[src/core/tmr_pkg.sv]
`default_nettype none
// ==========================================================================
// Shared constants and types for the eight-bit timer.
package tmr_pkg;
   // Register byte addresses on the special-function space.
   localparam logic [7:0] ADDR_CH0_LEVEL = 8'hcd;
   localparam logic [7:0] ADDR_CH1_CTRL = 8'hce;
   localparam logic [7:0] ADDR_CH1_LEVEL = 8'hcf;
   localparam logic [7:0] ADDR_COUNTER = 8'hea;
   localparam logic [7:0] ADDR_CONTROL = 8'heb;
   // Control register field positions.
   localparam int CTL_DIV_LSB = 5;
   localparam int CTL_RUN_BIT = 4;
   localparam int CTL_OVERFLOW_IRQ_MASK_BIT = 3;
   localparam int CTL_CLR_BIT = 2;
   localparam int CTL_MODE_LSB = 0;
   // Channel 1 control field positions.
   localparam int CC1_IM_BIT = 6;
   localparam int CC1_CMP_LSB = 3;
   localparam int CC1_EN_BIT = 2;
   localparam int CC1_RSV_LSB = 0;
   // Reset values, the top count and the prescaler width.
   localparam logic [7:0] RST_LEVEL = 8'h00;
   localparam logic [7:0] RST_COUNT = 8'h00;
   localparam logic [7:0] MAX_COUNT = 8'hff;
   localparam logic [2:0] RST_DIV = 3'h0;
   localparam logic [2:0] RST_CMP = 3'h0;
   localparam logic RST_RUN = 1'b0;
   localparam logic RST_OVERFLOW_IRQ_MASK = 1'b1;
   localparam logic RST_IM = 1'b1;
   localparam logic RST_EN = 1'b0;
   localparam int PRESC_W = 7;
   // Counting modes.
   typedef enum logic [1:0] {
      MODE_FREE = 2'h0,
      MODE_DOWN = 2'h1,
      MODE_MODULO = 2'h2,
      MODE_UPDOWN = 2'h3
   } count_mode_t;
   // Channel 1 output actions.
   typedef enum logic [2:0] {
      ACT_SET = 3'h0,
      ACT_CLEAR = 3'h1,
      ACT_TOGGLE = 3'h2,
      ACT_SET_UP = 3'h3,
      ACT_CLR_UP = 3'h4,
      ACT_SET_CC0 = 3'h5,
      ACT_CLR_CC0 = 3'h6,
      ACT_NONE = 3'h7
   } out_action_t;
   // Whole state of the timer.
   typedef struct packed {
      logic [7:0] count_byte;
      logic dir_down;
      logic [PRESC_W-1:0] presc;
      logic [2:0] prescale_select;
      logic run;
      logic overflow_irq_mask;
      count_mode_t count_mode_select;
      logic [7:0] ch0_level;
      logic [7:0] ch1_level;
      logic channel_irq_mask;
      out_action_t output_action_select;
      logic channel_compare_enable;
      logic [1:0] reserved;
      logic ch1_out;
      logic [7:0] rdata;
      logic ovf_irq;
      logic ch1_irq;
   } timer_state_t;
endpackage
`default_nettype wire

[src/core/eight_bit_timer_compare.sv]
`timescale 1ns/100ps
`default_nettype none
// Function
// [RULE_01] Prescaler divides tick by 1 to 128.
// [RULE_02] New prescale selection takes effect immediately.
// [RULE_03] Run bit low suspends counting; resets low.
// [RULE_04] Writing clear forces counter zero; reads zero.
// [RULE_05] Clear bit reads zero after sleep wakeup.
// [RULE_06] Free mode counts 00 to FF, wraps.
// [RULE_07] Down mode counts from level to zero.
// [RULE_08] Modulo mode counts zero up to level.
// [RULE_09] Up/down mode bounces between zero and level.
// [RULE_10] Counter value readable, read-only, resets zero.
// [RULE_11] Overflow interrupt gated by mask, resets one.
// [RULE_12] Channel 0 level register bounds counting.
// [RULE_13] Channel 1 level register for channel 1.
// [RULE_14] Channel 1 compare acts only when enabled.
// [RULE_15] Action taken when counter equals level.
// [RULE_16] Codes 000/001/010 set, clear, toggle.
// [RULE_17] Code 011 set up-match, clear zero/down-match.
// [RULE_18] Code 100 clear up-match, set zero/down-match.
// [RULE_19] Code 101 set on match, clear at level0.
// [RULE_20] Code 110 clear on match, set at level0.
// [RULE_21] Channel interrupt forwarded only when mask set.
module eight_bit_timer_compare (
   // Clock and reset.
   input wire logic clk,
   input wire logic rst_b,
   // Timer tick and wakeup pulse, both on clk.
   input wire logic tick,
   input wire logic wake,
   // Register port.
   input wire logic [7:0] addr,
   input wire logic [7:0] wdata,
   input wire logic wr,
   input wire logic rd,
   output logic [7:0] rdata,
   // Compare output and interrupt requests.
   output logic ch1_out,
   output logic ovf_irq,
   output logic ch1_irq
);

   // ======================================================================
   // State and decoded strobes.
   tmr_pkg::timer_state_t s_q; // Registered state.
   tmr_pkg::timer_state_t s_d; // Next state.
   logic act; // Active prescaled counter edge.
   logic clr_wr; // Software clear request this cycle.
   logic load_lvl; // Down mode start loads the level this cycle.
   logic [tmr_pkg::PRESC_W-1:0] div_mask; // Low prescaler bits to test.

   // Builds the mask of prescaler bits that must be zero for an edge.
   function automatic logic [tmr_pkg::PRESC_W-1:0] mask_of(
      input logic [2:0] sel);
      logic [tmr_pkg::PRESC_W:0] one_hot;
      one_hot = '0;
      one_hot[sel] = 1'b1;
      return one_hot[tmr_pkg::PRESC_W-1:0] - 7'h01;
   endfunction

   // Edge and clear decode; the mask uses the live selection.
   always_comb begin
      div_mask = mask_of(s_q.prescale_select);
      act = tick && ((s_q.presc & div_mask) == 7'h00); // RULE_01 RULE_02
      clr_wr = wr && (addr == tmr_pkg::ADDR_CONTROL)
         && wdata[tmr_pkg::CTL_CLR_BIT] && !wake; // RULE_04 RULE_05
      // Starting down mode from any other state loads the channel 0
      // level; a clear written in the same cycle still wins.
      load_lvl = wr && (addr == tmr_pkg::ADDR_CONTROL)
         && wdata[tmr_pkg::CTL_RUN_BIT]
         && (wdata[tmr_pkg::CTL_MODE_LSB +: 2] == tmr_pkg::MODE_DOWN)
         && !(s_q.run && (s_q.count_mode_select == tmr_pkg::MODE_DOWN))
         && !clr_wr; // RULE_07
   end

   // ======================================================================
   // Next-state logic.
   always_comb begin
      logic step;
      logic match;
      logic went_down;
      logic ovf;
      step = 1'b0;
      match = 1'b0;
      went_down = 1'b0;
      ovf = 1'b0;
      s_d = s_q;
      s_d.ovf_irq = 1'b0;
      s_d.ch1_irq = 1'b0;
      // The prescaler runs on every tick so the edge grid stays steady.
      if (tick) begin
         s_d.presc = s_q.presc + 7'h01;
      end
      // Counting, only while running and on an active edge.
      if (s_q.run && act) begin // RULE_03
         step = 1'b1;
         case (s_q.count_mode_select)
            tmr_pkg::MODE_FREE: begin // RULE_06
               s_d.count_byte = s_q.count_byte + 8'h01;
               s_d.dir_down = 1'b0;
               ovf = (s_q.count_byte == tmr_pkg::MAX_COUNT);
            end
            tmr_pkg::MODE_DOWN: begin // RULE_07
               // The start loaded the level; each edge steps one down until zero, then holds.
               s_d.dir_down = 1'b1;
               if (s_q.count_byte != 8'h00) begin
                  s_d.count_byte = s_q.count_byte - 8'h01;
                  ovf = (s_q.count_byte == 8'h01);
               end else begin
                  step = 1'b0;
               end
            end
            tmr_pkg::MODE_MODULO: begin // RULE_08
               s_d.dir_down = 1'b0;
               if (s_q.count_byte >= s_q.ch0_level) begin
                  s_d.count_byte = 8'h00;
                  ovf = 1'b1;
               end else begin
                  s_d.count_byte = s_q.count_byte + 8'h01;
               end
            end
            tmr_pkg::MODE_UPDOWN: begin // RULE_09
               if (!s_q.dir_down) begin
                  if (s_q.count_byte >= s_q.ch0_level) begin
                     // Turn around at the top.
                     s_d.dir_down = (s_q.count_byte != 8'h00);
                     if (s_q.count_byte != 8'h00) begin
                        s_d.count_byte = s_q.count_byte - 8'h01;
                        ovf = (s_q.count_byte == 8'h01);
                     end
                  end else begin
                     s_d.count_byte = s_q.count_byte + 8'h01;
                  end
               end else if (s_q.count_byte == 8'h00) begin
                  // Turn around at the bottom.
                  s_d.dir_down = 1'b0;
                  if (s_q.ch0_level != 8'h00) begin
                     s_d.count_byte = 8'h01;
                  end
               end else begin
                  s_d.count_byte = s_q.count_byte - 8'h01;
                  ovf = (s_q.count_byte == 8'h01);
               end
            end
            default: begin
               step = 1'b0;
            end
         endcase
      end
      went_down = s_d.dir_down;
      // Channel 1 compare on the value just reached.
      match = (s_d.count_byte == s_q.ch1_level); // RULE_15
      if (step && s_q.channel_compare_enable) begin // RULE_14
         case (s_q.output_action_select)
            tmr_pkg::ACT_SET: begin // RULE_16
               if (match) s_d.ch1_out = 1'b1;
            end
            tmr_pkg::ACT_CLEAR: begin
               if (match) s_d.ch1_out = 1'b0;
            end
            tmr_pkg::ACT_TOGGLE: begin
               if (match) s_d.ch1_out = !s_q.ch1_out;
            end
            tmr_pkg::ACT_SET_UP: begin // RULE_17
               if (match && !went_down) begin
                  s_d.ch1_out = 1'b1;
               end else if (s_q.count_mode_select == tmr_pkg::MODE_UPDOWN
                  ? (match && went_down) : (s_d.count_byte == 8'h00)) begin
                  s_d.ch1_out = 1'b0;
               end
            end
            tmr_pkg::ACT_CLR_UP: begin // RULE_18
               if (match && !went_down) begin
                  s_d.ch1_out = 1'b0;
               end else if (s_q.count_mode_select == tmr_pkg::MODE_UPDOWN
                  ? (match && went_down) : (s_d.count_byte == 8'h00)) begin
                  s_d.ch1_out = 1'b1;
               end
            end
            tmr_pkg::ACT_SET_CC0: begin // RULE_19
               if (match) begin
                  s_d.ch1_out = 1'b1;
               end else if (s_d.count_byte == s_q.ch0_level) begin
                  s_d.ch1_out = 1'b0;
               end
            end
            tmr_pkg::ACT_CLR_CC0: begin // RULE_20
               if (match) begin
                  s_d.ch1_out = 1'b0;
               end else if (s_d.count_byte == s_q.ch0_level) begin
                  s_d.ch1_out = 1'b1;
               end
            end
            default: begin
               // Code 111 leaves the output alone.
            end
         endcase
      end
      // Interrupt requests, each gated by its mask.
      s_d.ovf_irq = ovf && s_q.overflow_irq_mask; // RULE_11
      s_d.ch1_irq = step && match && s_q.channel_compare_enable
         && s_q.channel_irq_mask; // RULE_21
      // A software clear wins over counting.
      if (clr_wr) begin // RULE_04
         s_d.count_byte = tmr_pkg::RST_COUNT;
         s_d.dir_down = 1'b0;
      end
      // Register writes; the counter register ignores writes.
      if (wr) begin // RULE_10
         case (addr)
            tmr_pkg::ADDR_CH0_LEVEL: s_d.ch0_level = wdata; // RULE_12
            tmr_pkg::ADDR_CH1_LEVEL: s_d.ch1_level = wdata; // RULE_13
            tmr_pkg::ADDR_CH1_CTRL: begin
               s_d.channel_irq_mask = wdata[tmr_pkg::CC1_IM_BIT];
               s_d.output_action_select = tmr_pkg::out_action_t'(
                  wdata[tmr_pkg::CC1_CMP_LSB +: 3]);
               s_d.channel_compare_enable = wdata[tmr_pkg::CC1_EN_BIT];
               s_d.reserved = wdata[tmr_pkg::CC1_RSV_LSB +: 2];
            end
            tmr_pkg::ADDR_CONTROL: begin
               s_d.prescale_select = wdata[tmr_pkg::CTL_DIV_LSB +: 3];
               s_d.run = wdata[tmr_pkg::CTL_RUN_BIT];
               s_d.overflow_irq_mask = wdata[tmr_pkg::CTL_OVERFLOW_IRQ_MASK_BIT];
               s_d.count_mode_select = tmr_pkg::count_mode_t'(
                  wdata[tmr_pkg::CTL_MODE_LSB +: 2]);
               // Down mode starts from the channel 0 level.
               if (load_lvl) begin // RULE_07
                  s_d.count_byte = s_q.ch0_level;
                  s_d.dir_down = 1'b1;
               end
            end
            default: begin
               // Other addresses are ignored.
            end
         endcase
      end
      // Read data for the next cycle; the clear bit always reads zero.
      s_d.rdata = 8'h00;
      if (rd) begin
         case (addr)
            tmr_pkg::ADDR_CH0_LEVEL: s_d.rdata = s_q.ch0_level;
            tmr_pkg::ADDR_CH1_LEVEL: s_d.rdata = s_q.ch1_level;
            tmr_pkg::ADDR_COUNTER: s_d.rdata = s_q.count_byte; // RULE_10
            tmr_pkg::ADDR_CH1_CTRL: begin
               s_d.rdata = {1'b0, s_q.channel_irq_mask,
                  s_q.output_action_select, s_q.channel_compare_enable,
                  s_q.reserved};
            end
            tmr_pkg::ADDR_CONTROL: begin // RULE_05
               s_d.rdata = {s_q.prescale_select, s_q.run,
                  s_q.overflow_irq_mask, 1'b0, s_q.count_mode_select};
            end
            default: begin
               s_d.rdata = 8'h00;
            end
         endcase
      end
   end

   // ======================================================================
   // State register.
   always_ff @(posedge clk or negedge rst_b) begin
      if (!rst_b) begin
         s_q <= '{count_byte: tmr_pkg::RST_COUNT, dir_down: 1'b0,
            presc: '0, prescale_select: tmr_pkg::RST_DIV,
            run: tmr_pkg::RST_RUN, overflow_irq_mask: tmr_pkg::RST_OVERFLOW_IRQ_MASK,
            count_mode_select: tmr_pkg::MODE_FREE,
            ch0_level: tmr_pkg::RST_LEVEL, ch1_level: tmr_pkg::RST_LEVEL,
            channel_irq_mask: tmr_pkg::RST_IM,
            output_action_select: tmr_pkg::ACT_SET,
            channel_compare_enable: tmr_pkg::RST_EN, reserved: 2'h0,
            ch1_out: 1'b0, rdata: 8'h00, ovf_irq: 1'b0, ch1_irq: 1'b0};
      end else begin
         s_q <= s_d;
      end
   end

   // Outputs come straight from the state register.
   assign rdata = s_q.rdata;
   assign ch1_out = s_q.ch1_out;
   assign ovf_irq = s_q.ovf_irq;
   assign ch1_irq = s_q.ch1_irq;
endmodule // eight_bit_timer_compare
`default_nettype wire

[config.mk]
export PLATFORM = sky130hd
export DESIGN_NAME = eight_bit_timer_compare
export DESIGN_NICKNAME = d
export VERILOG_FILES = /design/src/core/tmr_pkg.sv /design/src/core/eight_bit_timer_compare.sv
export SDC_FILE = /design/constraint.sdc
export NUM_CORES = 1
export LEC_CHECK = 0
export ABC_AREA = 0
export BUFFER_PORTS_ARGS = -buffer_cell sky130_fd_sc_hd__buf_4
export CORE_MARGIN = 3
export CORE_UTILIZATION = 45
export CTS_BUF_LIST = sky130_fd_sc_hd__clkbuf_16
export CTS_CLUSTER_SIZE = 24
export DETAILED_ROUTE_END_ITERATION = 6
export PLACE_DENSITY_LB_ADDON = 0.25
export RECOVER_POWER = 50
export SLEW_MARGIN = 20
export SYNTH_ARGS = -nofsm -noshare
export SYNTH_HDL_FRONTEND = slang
export SYNTH_SLANG_ARGS = --single-unit
[constraint.sdc]
create_clock -name clk -period 8.54 [get_ports clk]
set_clock_uncertainty 0.2 [all_clocks]
set_input_delay 0.427 -clock clk [delete_from_list [all_inputs] [get_ports clk]]
set_output_delay 0.427 -clock clk [all_outputs]
set_load 0.005 [all_outputs]
==> results of run 1 <==
==> area by class of cell <==
cell class,count,area share (%)
Tap cell,105,2.889
Sequential cell,57,31.42
Inverter,24,1.981
Timing Repair Buffer,35,5.750
Clock buffer,9,4.952
Multi-Input combinational cell,333,51.64
Clock inverter,7,1.376
==> per-layer routing <==
metal	part of all wire (%)	vias to the layer above	GRT usage [%]	routed length, um
met2	46	154	35.80	5183
met4	2.4	0	7.668	272
met3	7.1	24	4.083	808
met1	45	1733	33.30	5079
met5	0	-	0	0
li1	-	1640	-	-
==> flip-flops by register name, summed over array words and instances, names as in the netlist <==
register / count
rdata: 8
ch1_irq: 1
ch1_out: 1
s_q: 46
ovf_irq: 1
==> critical path, cell delays in order, from the launching register on <==
cell and delay (ps):
sky130_fd_sc_hd__dfrtp_1 480, sky130_fd_sc_hd__inv_1 100, sky130_fd_sc_hd__or3_1 380, sky130_fd_sc_hd__ha_1 270, sky130_fd_sc_hd__mux2_2 290, sky130_fd_sc_hd__o22ai_1 190
sky130_fd_sc_hd__a311oi_2 110, sky130_fd_sc_hd__nor2_4 460, sky130_fd_sc_hd__a21oi_1 140, sky130_fd_sc_hd__a221oi_2 420, sky130_fd_sc_hd__xnor2_1 180, sky130_fd_sc_hd__nand4_1 100
sky130_fd_sc_hd__or4_4 550, sky130_fd_sc_hd__a311oi_2 290, sky130_fd_sc_hd__o211a_1 210, sky130_fd_sc_hd__mux2_4 300
==> logic make-up after synthesis <==
kind of cell	after synthesis	synth area share, %
and+or+nand+nor	148	19.62
AOI/OAI and AO/OA	114	20.14
DFF	57	35.44
buffers and inverters	54	6.300
muxes	30	8.380
xor gates and xnor gates	28	6.083
adders and majority gates	13	4.035
==> layout by cell type, fill, tap and decap left out, types with 3 or more instances in the layout <==
master	synthesis	routed
sky130_fd_sc_hd__dfrtp_1	55	55
sky130_fd_sc_hd__nand2_1	51	51
sky130_fd_sc_hd__o21ai_0	30	30
sky130_fd_sc_hd__mux2_2	26	26
sky130_fd_sc_hd__inv_1	24	25
sky130_fd_sc_hd__a21oi_1	25	25
sky130_fd_sc_hd__buf_4	9	23
sky130_fd_sc_hd__nor2_1	21	21
sky130_fd_sc_hd__xnor2_1	17	17
sky130_fd_sc_hd__ha_1	13	13
sky130_fd_sc_hd__nand3_1	12	12
sky130_fd_sc_hd__xor2_1	11	11
sky130_fd_sc_hd__clkbuf_4	0	10
sky130_fd_sc_hd__nand4_1	9	9
sky130_fd_sc_hd__clkbuf_16	0	9
sky130_fd_sc_hd__nor3b_1	7	7
sky130_fd_sc_hd__nor3_1	7	7
sky130_fd_sc_hd__a22o_1	6	6
sky130_fd_sc_hd__a22oi_1	6	6
sky130_fd_sc_hd__or3_1	5	5
sky130_fd_sc_hd__nor2b_1	5	5
sky130_fd_sc_hd__and3_1	5	5
sky130_fd_sc_hd__o211a_1	3	3
sky130_fd_sc_hd__a31oi_1	3	3
sky130_fd_sc_hd__a21o_1	3	3
sky130_fd_sc_hd__nand2b_1	3	3
sky130_fd_sc_hd__mux2i_1	3	3
sky130_fd_sc_hd__a221oi_2	3	3
sky130_fd_sc_hd__and4_1	3	3
sky130_fd_sc_hd__o21ai_1	3	3
==> stage by stage <==
| stage | power [W] | cell area (sq um) |
|---|---|---|
| final | 0.0009705 | 4548 |
| after global routing | 0.001021 | 4548 |
| after CTS | 0.0009711 | 4552 |
| after detailed placement | 0.0006222 | 4254 |
| after global placement | 0.0006163 | 4254 |
| after floorplan | 0.0005447 | 4031 |
==> report_power, final <==
| group | switching [W] | internal [W] | total [W] | leakage, nW |
|---|---|---|---|---|
| Clock | 0.000125 | 0.000222 | 0.000347 | 0.142 |
| Sequential | 0.0000666 | 0.000305 | 0.000372 | 0.730 |
| Combinational | 0.000138 | 0.000113 | 0.000251 | 1.15 |
==> final timing paths <==
path | startpoint | to | slack, ps | cells after the start
setup / recovery | s_q[38] | ch1_out | 3750 | 15
hold / removal | tick | s_q[41] | 120 | 2
setup reg to reg | s_q[38] | ch1_out | 3750 | 15
hold reg to reg | s_q[47] | s_q[47] | 280 | 1
max in group asynchronous | rst_b | s_q[54] | 5000 | 2
min in group asynchronous | rst_b | s_q[42] | 1430 | 2
==> out/results.ini, run 1 <==
[clock_tree]
cts-buffers-inserted=9
clk-insertion-delay-late_ps=330
cts-root-to-sink-buffers=2
cts.htree.levels=3
cts_post_setup_buffers_inserted=0
tritoncts=done
clk_pin_slew_worst_paths_ps=50
cts_root_buffer=sky130_fd_sc_hd__clkbuf_16
clock_sink_count=57
holdBufCountCts=1
postCtsResizedCells=0

[logic_synthesis]
ys_dominant_reg_cell=sky130_fd_sc_hd__dfrtp_1
netlist.area_leader.share_pct=34.14
yosys.area.top_type=sky130_fd_sc_hd__dfrtp_1
synthesized_net_count=479
synth_enable_flop_cells=0
netlist_top_cells_count=sky130_fd_sc_hd__dfrtp_1, sky130_fd_sc_hd__nand2_1, sky130_fd_sc_hd__o21ai_0, sky130_fd_sc_hd__mux2_2, sky130_fd_sc_hd__a21oi_1
synthesis.area_sq_mm=0.004031
synth.most_common_cell=sky130_fd_sc_hd__dfrtp_1
post_synth_num_cell_types=72
postSynth.asyncResetShare_pct=100.0
synth-warning-count=0
synth.top_cells.by_area=sky130_fd_sc_hd__dfrtp_1, sky130_fd_sc_hd__mux2_2, sky130_fd_sc_hd__nand2_1
sequential_element_share_of_the_synthesized_area_pct=35.44
syn_area_per_cell_sq_um=9.080
post_synth_inst_count=444
postSynthRegisterBits=57

[drt]
routed_wl_um=11340
detail_route.iter0.violations=391
post-route-drc-count=0
avgViaCountPerCell=6.230
number_of_detailed_routing_iterations_run_before_antenna_repair=5
drtAntennaViolNets=0
avgRoutedWirePerCell_um=19.90
vias=3551

[sta]
max_clock_freq_mhz=208.8
hold_fails_final_rpt=0
hold_slack_ps=118.0
report.final.slew_viol_count=58
worst-slew-pin-transition_ps=3013
setup_repair_after_global_routing_missed_its_margin=no
totalNegativeSetupSlack_ps=0
maxSlewHeadroom_pct=-100.9
timing.final.setup_violations=0
finalWorstPathRequiredPeriod_ps=4789
post-route-period-util_pct=56.08
worst_slack_ps=3751

[critical_path]
startpoint_type=flip-flop
critPathKind=reg -> reg
end_kind=flip-flop
cp_max_fo=17
worst_ep_required_time_ps=8550
critical_path_arrival_ps=4800

[status]
violations=capacitance limit, slew limit
run_status=finished with violations

[layout]
share_of_layout_cells_above_drive_strength_1_pct=20.43
multi_input_area_sq_mm=0.002349
non_filler_cells_in_the_finished_layout=570
antenna-diode-count=0
fill_cells=754
postLayoutCoreUtil_pct=53.73
register_area_sq_mm=0.001429
area_growth_from_synthesis_to_final_layout_pct=12.82
nNetsFinal=495

[place]
placement.setup.worst_slack_ps=3821
gp_congestion=0.9433
placed_cells=553
port_buffers=32
dpl.hpwl_um=8318

[global_routing]
antenna_violations_before_repair=0
grt_remaining_overflow=0
via_count_of_the_first_global_routing_pass=3330
grt_start_max_net_pins=58
first_pass_grt_wire_length_um=18190
globalRouteTotalUtil_pct=23.34

[pwr]
leakagePower_nw=2.024
power_density_relative_to_cell_area_mw_per_mm2=213.4
max-vdd-ir-drop_v=0.0001243

[floorplan]
die_width_um=100.7
die_outline_area_sq_mm=0.01013
top_level_ports=33
fp-row-count=33
effective_utilization_at_floorplan_pct=47.63
die_h_um=100.7
floorplan.core_area_sq_mm=0.008464

[worst_hold_path]
hold_path.class=in -> reg

[job]
max_cap_violations=1

Power figures use the tool's default switching activity.
==> run 2: changes to the inputs <==
--- a/config.mk
+++ b/config.mk
@@ -5,7 +5,7 @@
 export SDC_FILE = /design/constraint.sdc
 export NUM_CORES = 1
 export LEC_CHECK = 0
-export ABC_AREA = 0
+export ABC_AREA = 1
 export BUFFER_PORTS_ARGS = -buffer_cell sky130_fd_sc_hd__buf_4
 export CORE_MARGIN = 3
 export CORE_UTILIZATION = 45
==> constraint.sdc (replaced) <==
create_clock -name clk -period 4.2 [get_ports clk]
set_clock_uncertainty 0.2 [all_clocks]
set_input_delay 0.21 -clock clk [delete_from_list [all_inputs] [get_ports clk]]
set_output_delay 0.21 -clock clk [all_outputs]
set_load 0.005 [all_outputs]
==> run 2 against run 1 <==
The run now ends clean. Non-clock buffer count grew 1. Critical endpoint unchanged. Sequential cell count is the same. Via count grew 24%. Utilization shrank 0.69 points. Critical path type unchanged. Wire length grew 25%.
==> out/results.ini, run 2 <==
[status]
run_status=completed  ; was finished with violations

[logic_synthesis]
netlist.area_leader.share_pct=31.67  ; was 34.14%
ys_dominant_reg_cell=sky130_fd_sc_hd__dfrtp_1  ; unchanged
postSynthRegisterBits=57  ; unchanged
syn_area_per_cell_sq_um=6.634  ; was 9.080 sq um
post_synth_num_cell_types=39  ; was 72
yosys.area.top_type=sky130_fd_sc_hd__dfrtp_1  ; unchanged
postSynth.asyncResetShare_pct=100.0  ; unchanged
post_synth_inst_count=655  ; was 444
synth.most_common_cell=sky130_fd_sc_hd__nand2_1  ; was sky130_fd_sc_hd__dfrtp_1
synth_enable_flop_cells=0  ; unchanged
netlist_top_cells_count=sky130_fd_sc_hd__nand2_1, sky130_fd_sc_hd__inv_1, sky130_fd_sc_hd__nor2_1, sky130_fd_sc_hd__dfrtp_1, sky130_fd_sc_hd__nand3_1  ; was sky130_fd_sc_hd__dfrtp_1, sky130_fd_sc_hd__nand2_1, sky130_fd_sc_hd__o21ai_0, sky130_fd_sc_hd__mux2_2, sky130_fd_sc_hd__a21oi_1
synth-warning-count=0  ; unchanged
synthesis.area_sq_mm=0.004345  ; was 0.004031 sq mm
synth.top_cells.by_area=sky130_fd_sc_hd__dfrtp_1, sky130_fd_sc_hd__nand2_1, sky130_fd_sc_hd__inv_1  ; was sky130_fd_sc_hd__dfrtp_1, sky130_fd_sc_hd__mux2_2, sky130_fd_sc_hd__nand2_1
sequential_element_share_of_the_synthesized_area_pct=32.88  ; was 35.44%
synthesized_net_count=690  ; was 479

[clock_tree]
postCtsResizedCells=0  ; unchanged
tritoncts=done  ; unchanged
cts-buffers-inserted=9  ; unchanged
cts_root_buffer=sky130_fd_sc_hd__clkbuf_16  ; unchanged
cts.htree.levels=3  ; unchanged
cts-root-to-sink-buffers=2  ; unchanged
clock_sink_count=57  ; unchanged
clk-insertion-delay-late_ps=330  ; about the same
clk_pin_slew_worst_paths_ps=50  ; about the same

[drt]
post-route-drc-count=0  ; unchanged
routed_wl_um=14150  ; was 11340 um
detail_route.iter0.violations=503  ; was 391
drtAntennaViolNets=0  ; unchanged
avgRoutedWirePerCell_um=17.34  ; was 19.90 um
number_of_detailed_routing_iterations_run_before_antenna_repair=6  ; was 5
vias=4417  ; was 3551
avgViaCountPerCell=5.413  ; was 6.230

[sta]
timing.final.setup_violations=0  ; unchanged
finalWorstPathRequiredPeriod_ps=3365  ; was 4789 ps
setup_repair_after_global_routing_missed_its_margin=no  ; unchanged
worst-slew-pin-transition_ps=794.3  ; was 3013 ps
totalNegativeSetupSlack_ps=0  ; unchanged
report.final.slew_viol_count=0  ; was 58
maxSlewHeadroom_pct=46.76  ; was -100.9%
max_clock_freq_mhz=297.2  ; was 208.8 MHz
post-route-period-util_pct=80.11  ; was 56.08%
hold_fails_final_rpt=0  ; unchanged

[critical_path]
end_kind=flip-flop  ; unchanged
startpoint_type=flip-flop  ; unchanged
worst_ep_required_time_ps=4220  ; was 8550 ps
crit_path_max_incr_delay_ps=480  ; was 550 ps
path_cells=inv_2 -> ha_1 -> nand2_1 -> nor2_1 -> nor2_1 -> nand2_1 -> nand2_1 -> nand3_1 -> nand2_1 -> nand2_1 -> nand2_1 -> nand2_1 -> nand2_1 -> nand2_1 -> nand2_1 -> nand2_1 -> nand2_1 -> nor2_1 -> nand2_2 -> a21oi_2 -> nand3_1 -> nor2_1 -> nor2_1  ; was inv_1 -> or3_1 -> ha_1 -> mux2_2 -> o22ai_1 -> a311oi_2 -> nor2_4 -> a21oi_1 -> a221oi_2 -> xnor2_1 -> nand4_1 -> or4_4 -> a311oi_2 -> o211a_1 -> mux2_4
cp_common_cell=sky130_fd_sc_hd__nand2_1  ; was sky130_fd_sc_hd__a311oi_2
critPathKind=reg -> reg  ; unchanged
critPathBufInv=1  ; unchanged
timing.critical_path.slowest_stage_cell=sky130_fd_sc_hd__dfrtp_1  ; was sky130_fd_sc_hd__or4_4
critical_path_arrival_ps=3380  ; was 4800 ps
cp_max_fo=9  ; was 17
crit_family=simple AND/OR/NAND/NOR gates  ; unchanged

[floorplan]
effective_utilization_at_floorplan_pct=46.59  ; was 47.63%
die_width_um=104.3  ; was 100.7 um
die_h_um=104.3  ; was 100.7 um
die_outline_area_sq_mm=0.01087  ; was 0.01013 sq mm
top_level_ports=33  ; unchanged
floorplan.core_area_sq_mm=0.009328  ; was 0.008464 sq mm
fp-row-count=35  ; was 33

[pwr]
clk_network_pwr_share_pct=35.4  ; was 35.8%
power_density_relative_to_cell_area_mw_per_mm2=438.9  ; was 213.4 mW/mm^2
max-vdd-ir-drop_v=0.0002527  ; was 0.0001243 V
power_switching_w=0.0008141  ; was 0.0003295 W
leakagePower_nw=2.408  ; was 2.024 nW
combPwrFrac_pct=32.1  ; was 25.9%
power.share.sequential_pct=32.5  ; was 38.3%
internal_power_w=0.001357  ; was 0.0006411 W
power.share.switching_pct=37.49  ; was 33.95%

[layout]
antenna-diode-count=0  ; unchanged
non_filler_cells_in_the_finished_layout=816  ; was 570
share_of_layout_cells_above_drive_strength_1_pct=13.10  ; was 20.43%
area_growth_from_synthesis_to_final_layout_pct=13.85  ; was 12.82%
number_of_flip_flops_under_the_largest_register_name=46  ; unchanged
nNetsFinal=718  ; was 495
fill_cells=928  ; was 754
leading_cell_type_in_the_layout_fill_and_taps_excluded=sky130_fd_sc_hd__nand2_1  ; was sky130_fd_sc_hd__dfrtp_1
largest-register=s_q  ; unchanged
postLayoutCoreUtil_pct=53.04  ; was 53.73%
most_used_cells_in_the_layout_excluding_fill_and_tap_cells=sky130_fd_sc_hd__nand2_1, sky130_fd_sc_hd__inv_1, sky130_fd_sc_hd__nor2_1, sky130_fd_sc_hd__dfrtp_1, sky130_fd_sc_hd__nand3_1  ; was sky130_fd_sc_hd__dfrtp_1, sky130_fd_sc_hd__nand2_1, sky130_fd_sc_hd__o21ai_0, sky130_fd_sc_hd__mux2_2

[global_routing]
via_count_of_the_first_global_routing_pass=4169  ; was 3330
grt_start_max_net_pins=58  ; unchanged
grt_remaining_overflow=0  ; unchanged
first_pass_grt_wire_length_um=22750  ; was 18190 um
antenna_violations_before_repair=0  ; unchanged
globalRouteTotalUtil_pct=26.84  ; was 23.34%

[place]
gp_congestion=1.020  ; was 0.9433
placed_cells=797  ; was 553
port_buffers=32  ; unchanged
dpl.hpwl_um=11050  ; was 8318 um

[worst_hold_path]
hold_path.class=in -> reg  ; unchanged

[job]
max_cap_violations=0  ; was 1

[run 2: cell count changes in the layout (fill, tap and decap cells not counted), sizes merged, moves of 7 or more]
cell   previous run  this run
a21oi            26        17
inv              25        96
mux2             27         0
nand2            51       212
nand3            14        54
nor2             22        72
nor3b             7         0
o21ai            33        54
o22ai             4        15
xnor2            17         4
[run 2: per-stage QoR]
stage	hold WS (ps)	cell area (sq um)	setup slack [ps]	power (W)
floorplan	-285.6	4345	1539	0.001203
global placement	120.9	4607	869.2	0.001399
detailed placement	125.5	4607	947.4	0.001394
CTS	11.20	4955	917.4	0.002173
global route	28.23	4947	481.9	0.002320
finish	0.2722	4947	835.5	0.002171
[run 2: final timing paths]
path	startpoint	end	slack (ps)	depth (start not counted)
min	wdata[6]	s_q[17]	0.3	3
max reg2reg	s_q[49]	ch1_out	840	23
max in group asynchronous	rst_b	s_q[50]	3020	2
max	s_q[49]	ch1_out	840	23
min in group asynchronous	rst_b	rdata[3]	290	2
min reg2reg	s_q[47]	s_q[47]	280	1
[run 2: power groups by stage]
stage | Combinational (W) | Clock (W) | Sequential (W)
2_1_floorplan | 0.000528 | 0 | 0.000674
3_3_place_gp | 0.000686 | 0 | 0.000714
3_5_place_dp | 0.000682 | 0 | 0.000713
4_1_cts | 0.000690 | 0.000778 | 0.000705
5_1_grt | 0.000796 | 0.000808 | 0.000716
6_report | 0.000697 | 0.000769 | 0.000705
[run 2: worst min-delay path, cell delays in order]
cell	delay, ps
sky130_fd_sc_hd__buf_4	100
sky130_fd_sc_hd__inv_1	90
sky130_fd_sc_hd__o21ai_0	100
[run 2: logic make-up (layout without fill, tap and decap cells)]
family | after synthesis | count (layout) | share of synthesized area (%)
AO/OA/AOI/OAI | 100 | 100 | 13.16
adder cells (fa/ha/maj) | 13 | 13 | 3.743
XOR/XNOR | 11 | 11 | 2.217
buffers and inverters | 115 | 147 | 11.57
flip-flops | 57 | 57 | 32.88
AND/OR/NAND/NOR | 359 | 359 | 36.42
[run 2: layout make-up]
type | count | area, sq um | share of cell area [%]
clock buffer | 9 | 225.2 | 4.552
tap | 129 | 161.4 | 3.263
clock inverter | 6 | 82.58 | 1.669
multi-input combinational | 483 | 2414 | 48.79
timing repair buffer | 36 | 272.8 | 5.513
sequential | 57 | 1429 | 28.88
inverter | 96 | 362.8 | 7.334
[run 2: per-layer routing]
metal | global-route usage, % | vias to the layer above | routed length [um]
met5 | 0 | - | 0
met4 | 11.68 | 0 | 578
met3 | 4.221 | 45 | 1016
met2 | 41.84 | 209 | 6393
met1 | 36.89 | 2008 | 6163
li1 | - | 2155 | -
[run 2: what timing repair did]
action                                 in CTS  in global routing
endpoints found under the hold margin      60                  0
hold buffers                                4                  0
setup buffers                               0                  0
==> run 3: changes to the inputs <==
==> constraint.sdc (replaced) <==
create_clock -name clk -period 3.35 [get_ports clk]
set_clock_uncertainty 0.2 [all_clocks]
set_input_delay 0.1675 -clock clk [delete_from_list [all_inputs] [get_ports clk]]
set_output_delay 0.1675 -clock clk [all_outputs]
set_load 0.005 [all_outputs]
==> run 3 against run 2 <==
Hold slack better by 18 ps. Wire length is 2.2% higher. Largest cell class unchanged. Via count is 3.6% higher. First-iteration DRC count fell by 27%. Combinational power is 48% higher. Sequential power up 20%. Non-clock buffer count grew 32. Cell count grew 4.0%.
==> out/results.ini, run 3 (synthesis results as in run 2) <==
[floorplan]
die_outline_area_sq_mm=0.01087  ; unchanged
top_level_ports=33  ; unchanged
floorplan.core_area_sq_mm=0.009328  ; unchanged
fp-row-count=35  ; unchanged
effective_utilization_at_floorplan_pct=46.59  ; unchanged
die_h_um=104.3  ; unchanged
die_width_um=104.3  ; unchanged

[sta]
setup_repair_after_global_routing_missed_its_margin=no  ; unchanged
timing.final.setup_violations=0  ; unchanged
maxSlewHeadroom_pct=5.135  ; was 46.76%
post-route-period-util_pct=93.57  ; was 80.11%
finalWorstPathRequiredPeriod_ps=3135  ; was 3365 ps
totalNegativeSetupSlack_ps=0  ; unchanged
max_clock_freq_mhz=319.0  ; was 297.2 MHz
report.final.slew_viol_count=0  ; unchanged
hold_fails_final_rpt=0  ; unchanged
worst-slew-pin-transition_ps=1423  ; was 794.3 ps

[layout]
nNetsFinal=750  ; was 718
area_growth_from_synthesis_to_final_layout_pct=20.18  ; was 13.85%
leading_cell_type_in_the_layout_fill_and_taps_excluded=sky130_fd_sc_hd__nand2_1  ; unchanged
share_of_layout_cells_above_drive_strength_1_pct=17.36  ; was 13.10%
antenna-diode-count=0  ; unchanged
non_filler_cells_in_the_finished_layout=849  ; was 816
largest-register=s_q  ; unchanged
fill_cells=897  ; was 928
most_used_cells_in_the_layout_excluding_fill_and_tap_cells=sky130_fd_sc_hd__nand2_1, sky130_fd_sc_hd__inv_1, sky130_fd_sc_hd__nor2_1, sky130_fd_sc_hd__dfrtp_1, sky130_fd_sc_hd__nand3_1  ; unchanged
number_of_flip_flops_under_the_largest_register_name=46  ; unchanged

[pwr]
max-vdd-ir-drop_v=0.0003440  ; was 0.0002527 V
power_switching_w=0.001092  ; was 0.0008141 W
leakagePower_nw=2.554  ; was 2.408 nW
power_density_relative_to_cell_area_mw_per_mm2=536.0  ; was 438.9 mW/mm^2
internal_power_w=0.001707  ; was 0.001357 W
combPwrFrac_pct=36.9  ; was 32.1%
power.share.switching_pct=39.03  ; was 37.49%
power.share.sequential_pct=30.3  ; was 32.5%
clk_network_pwr_share_pct=32.8  ; was 35.4%
totalPowerFinal_w=0.002799  ; was 0.002171 W

[global_routing]
antenna_violations_before_repair=0  ; unchanged
globalRouteTotalUtil_pct=27.09  ; was 26.84%
grt_remaining_overflow=0  ; unchanged
grt_start_max_net_pins=58  ; unchanged
via_count_of_the_first_global_routing_pass=4331  ; was 4169
first_pass_grt_wire_length_um=23030  ; was 22750 um

[clock_tree]
cts_root_buffer=sky130_fd_sc_hd__clkbuf_16  ; unchanged
cts.htree.levels=3  ; unchanged
cts-buffers-inserted=9  ; unchanged
clock_sink_count=57  ; unchanged
clk-insertion-delay-late_ps=330  ; about the same
clk_pin_slew_worst_paths_ps=60  ; was 50 ps
tritoncts=done  ; unchanged
cts-root-to-sink-buffers=2  ; unchanged

[critical_path]
timing.reg2reg.worst_path_depth=20  ; was 23
cp_max_fo=8  ; was 9
startpoint_type=flip-flop  ; unchanged
crit_family=simple AND/OR/NAND/NOR gates  ; unchanged
critPathBufInv=3  ; was 1
critical_path.startpoint=s_q[33]  ; was s_q[49]
critical_path.reg2reg.endpoint=ch1_out  ; unchanged
rrSetupSlack_ps=220  ; was 840 ps
critical_path_cell_count=20  ; was 23
timing.critical_path.slowest_stage_cell=sky130_fd_sc_hd__dfrtp_1  ; unchanged
worst_ep_required_time_ps=3370  ; was 4220 ps
cp_common_cell=sky130_fd_sc_hd__nand2_1  ; unchanged
worst_r2r_startpoint=s_q[33]  ; was s_q[49]
critical_path_arrival_ps=3150  ; was 3380 ps
critPathKind=reg -> reg  ; unchanged
path_cells=inv_1 -> ha_1 -> a21o_1 -> nor2_4 -> nand3_1 -> nand2_1 -> nand2_1 -> nand2_1 -> nand2_1 -> nand2_1 -> nand2_1 -> inv_1 -> nand2_1 -> nor3_2 -> buf_4 -> nor2_1 -> nand2_1 -> nand3_1 -> nor2_1 -> nor2_1  ; was inv_2 -> ha_1 -> nand2_1 -> nor2_1 -> nor2_1 -> nand2_1 -> nand2_1 -> nand3_1 -> nand2_1 -> nand2_1 -> nand2_1 -> nand2_1 -> nand2_1 -> nand2_1 -> nand2_1 -> nand2_1 -> nand2_1 -> nor2_1 -> nand2_2 -> a21oi_2 -> nand3_1 -> nor2_1 -> nor2_1
crit_path_max_incr_delay_ps=400  ; was 480 ps
setup.worst_path.end=ch1_out  ; unchanged
end_kind=flip-flop  ; unchanged

[drt]
vias=4578  ; was 4417
post-route-drc-count=0  ; unchanged
avgViaCountPerCell=5.392  ; was 5.413
routed_wl_um=14470  ; was 14150 um
drtAntennaViolNets=0  ; unchanged
number_of_detailed_routing_iterations_run_before_antenna_repair=5  ; was 6
avgRoutedWirePerCell_um=17.04  ; was 17.34 um
detail_route.iter0.violations=369  ; was 503

[job]
max_cap_violations=0  ; unchanged

[place]
port_buffers=32  ; unchanged
gp_congestion=1.032  ; was 1.020
placed_cells=823  ; was 797
dpl.hpwl_um=11540  ; was 11050 um

[worst_hold_path]
hold_path.class=in -> reg  ; unchanged

[status]
run_status=completed  ; unchanged

-- run 3: layer usage --
layer / vias to the layer above / routed length, um / GRT usage (%)
met1: 2095 / 6322 / 37.46
met2: 211 / 6376 / 40.68
met3: 42 / 1173 / 5.835
met5: - / 0 / 0
li1: 2230 / - / -
met4: 0 / 592 / 11.97
-- run 3: power groups by stage --
stage                     Sequential, W  Combinational (W)  Clock [W]
after detailed placement       0.000858           0.000967          0
after global placement         0.000859           0.000965          0
after CTS                      0.000846           0.000980   0.000936
after global routing           0.000857            0.00116   0.000970
final                          0.000847            0.00103   0.000919
after floorplan                0.000846           0.000662          0
-- run 3: worst reg2reg max path, delay by kind of cell (launching register included) --
family                   cells  cell delay [ps]
AO/OA/AOI/OAI                1              220
flip-flops                   1              400
buffers and inverters        3              360
AND/OR/NAND/NOR             15             1530
adder cells (fa/ha/maj)      1              320
-- run 3: worst min path at each step --
stage / from / end / slack (ps) / depth (start not counted)
final: wdata[4] / s_q[37] / 20 / 3
after detailed placement: rst_b / s_q[15] / 80 / 1
after global placement: rst_b / s_q[14] / 80 / 1
after floorplan: rst_b / ch1_irq / -330 / 0
after global routing: wdata[4] / s_q[37] / 20 / 3
after CTS: wdata[1] / s_q[19] / 6 / 3
-- run 3: stage by stage --
| stage | cell area (sq um) | utilization, % | hold WS, ps | setup slack (ps) |
|---|---|---|---|---|
| after floorplan | 4345 | - | -328.1 | 688.7 |
| after global placement | 4802 | 51.48 | 75.87 | 37.09 |
| after detailed placement | 4802 | 51.48 | 83.47 | 66.59 |
| after CTS | 5177 | 55.51 | 5.998 | 38.98 |
| after global routing | 5223 | 55.99 | 22.66 | 6.224 |
| final | 5223 | 55.99 | 18.26 | 215.5 |
-- run 3: repair_timing --
item                       4_1_cts  5_1_grt
hold buffers                     8        0
hold endpoints to repair        76        0
setup endpoints to repair        0        1
buffers inserted                 0        2
gates resized for setup          0       10
-- run 3: area by class of cell --
class	instances	area [sq um]	share of cell area (%)
flip-flops and latches	57	1429	27.36
well taps	129	161.4	3.091
repair buffers	68	516.7	9.895
clock inverters	7	70.07	1.342
inverters	96	362.8	6.948
clock buffers	9	225.2	4.312
multi-input cells	483	2457	47.05
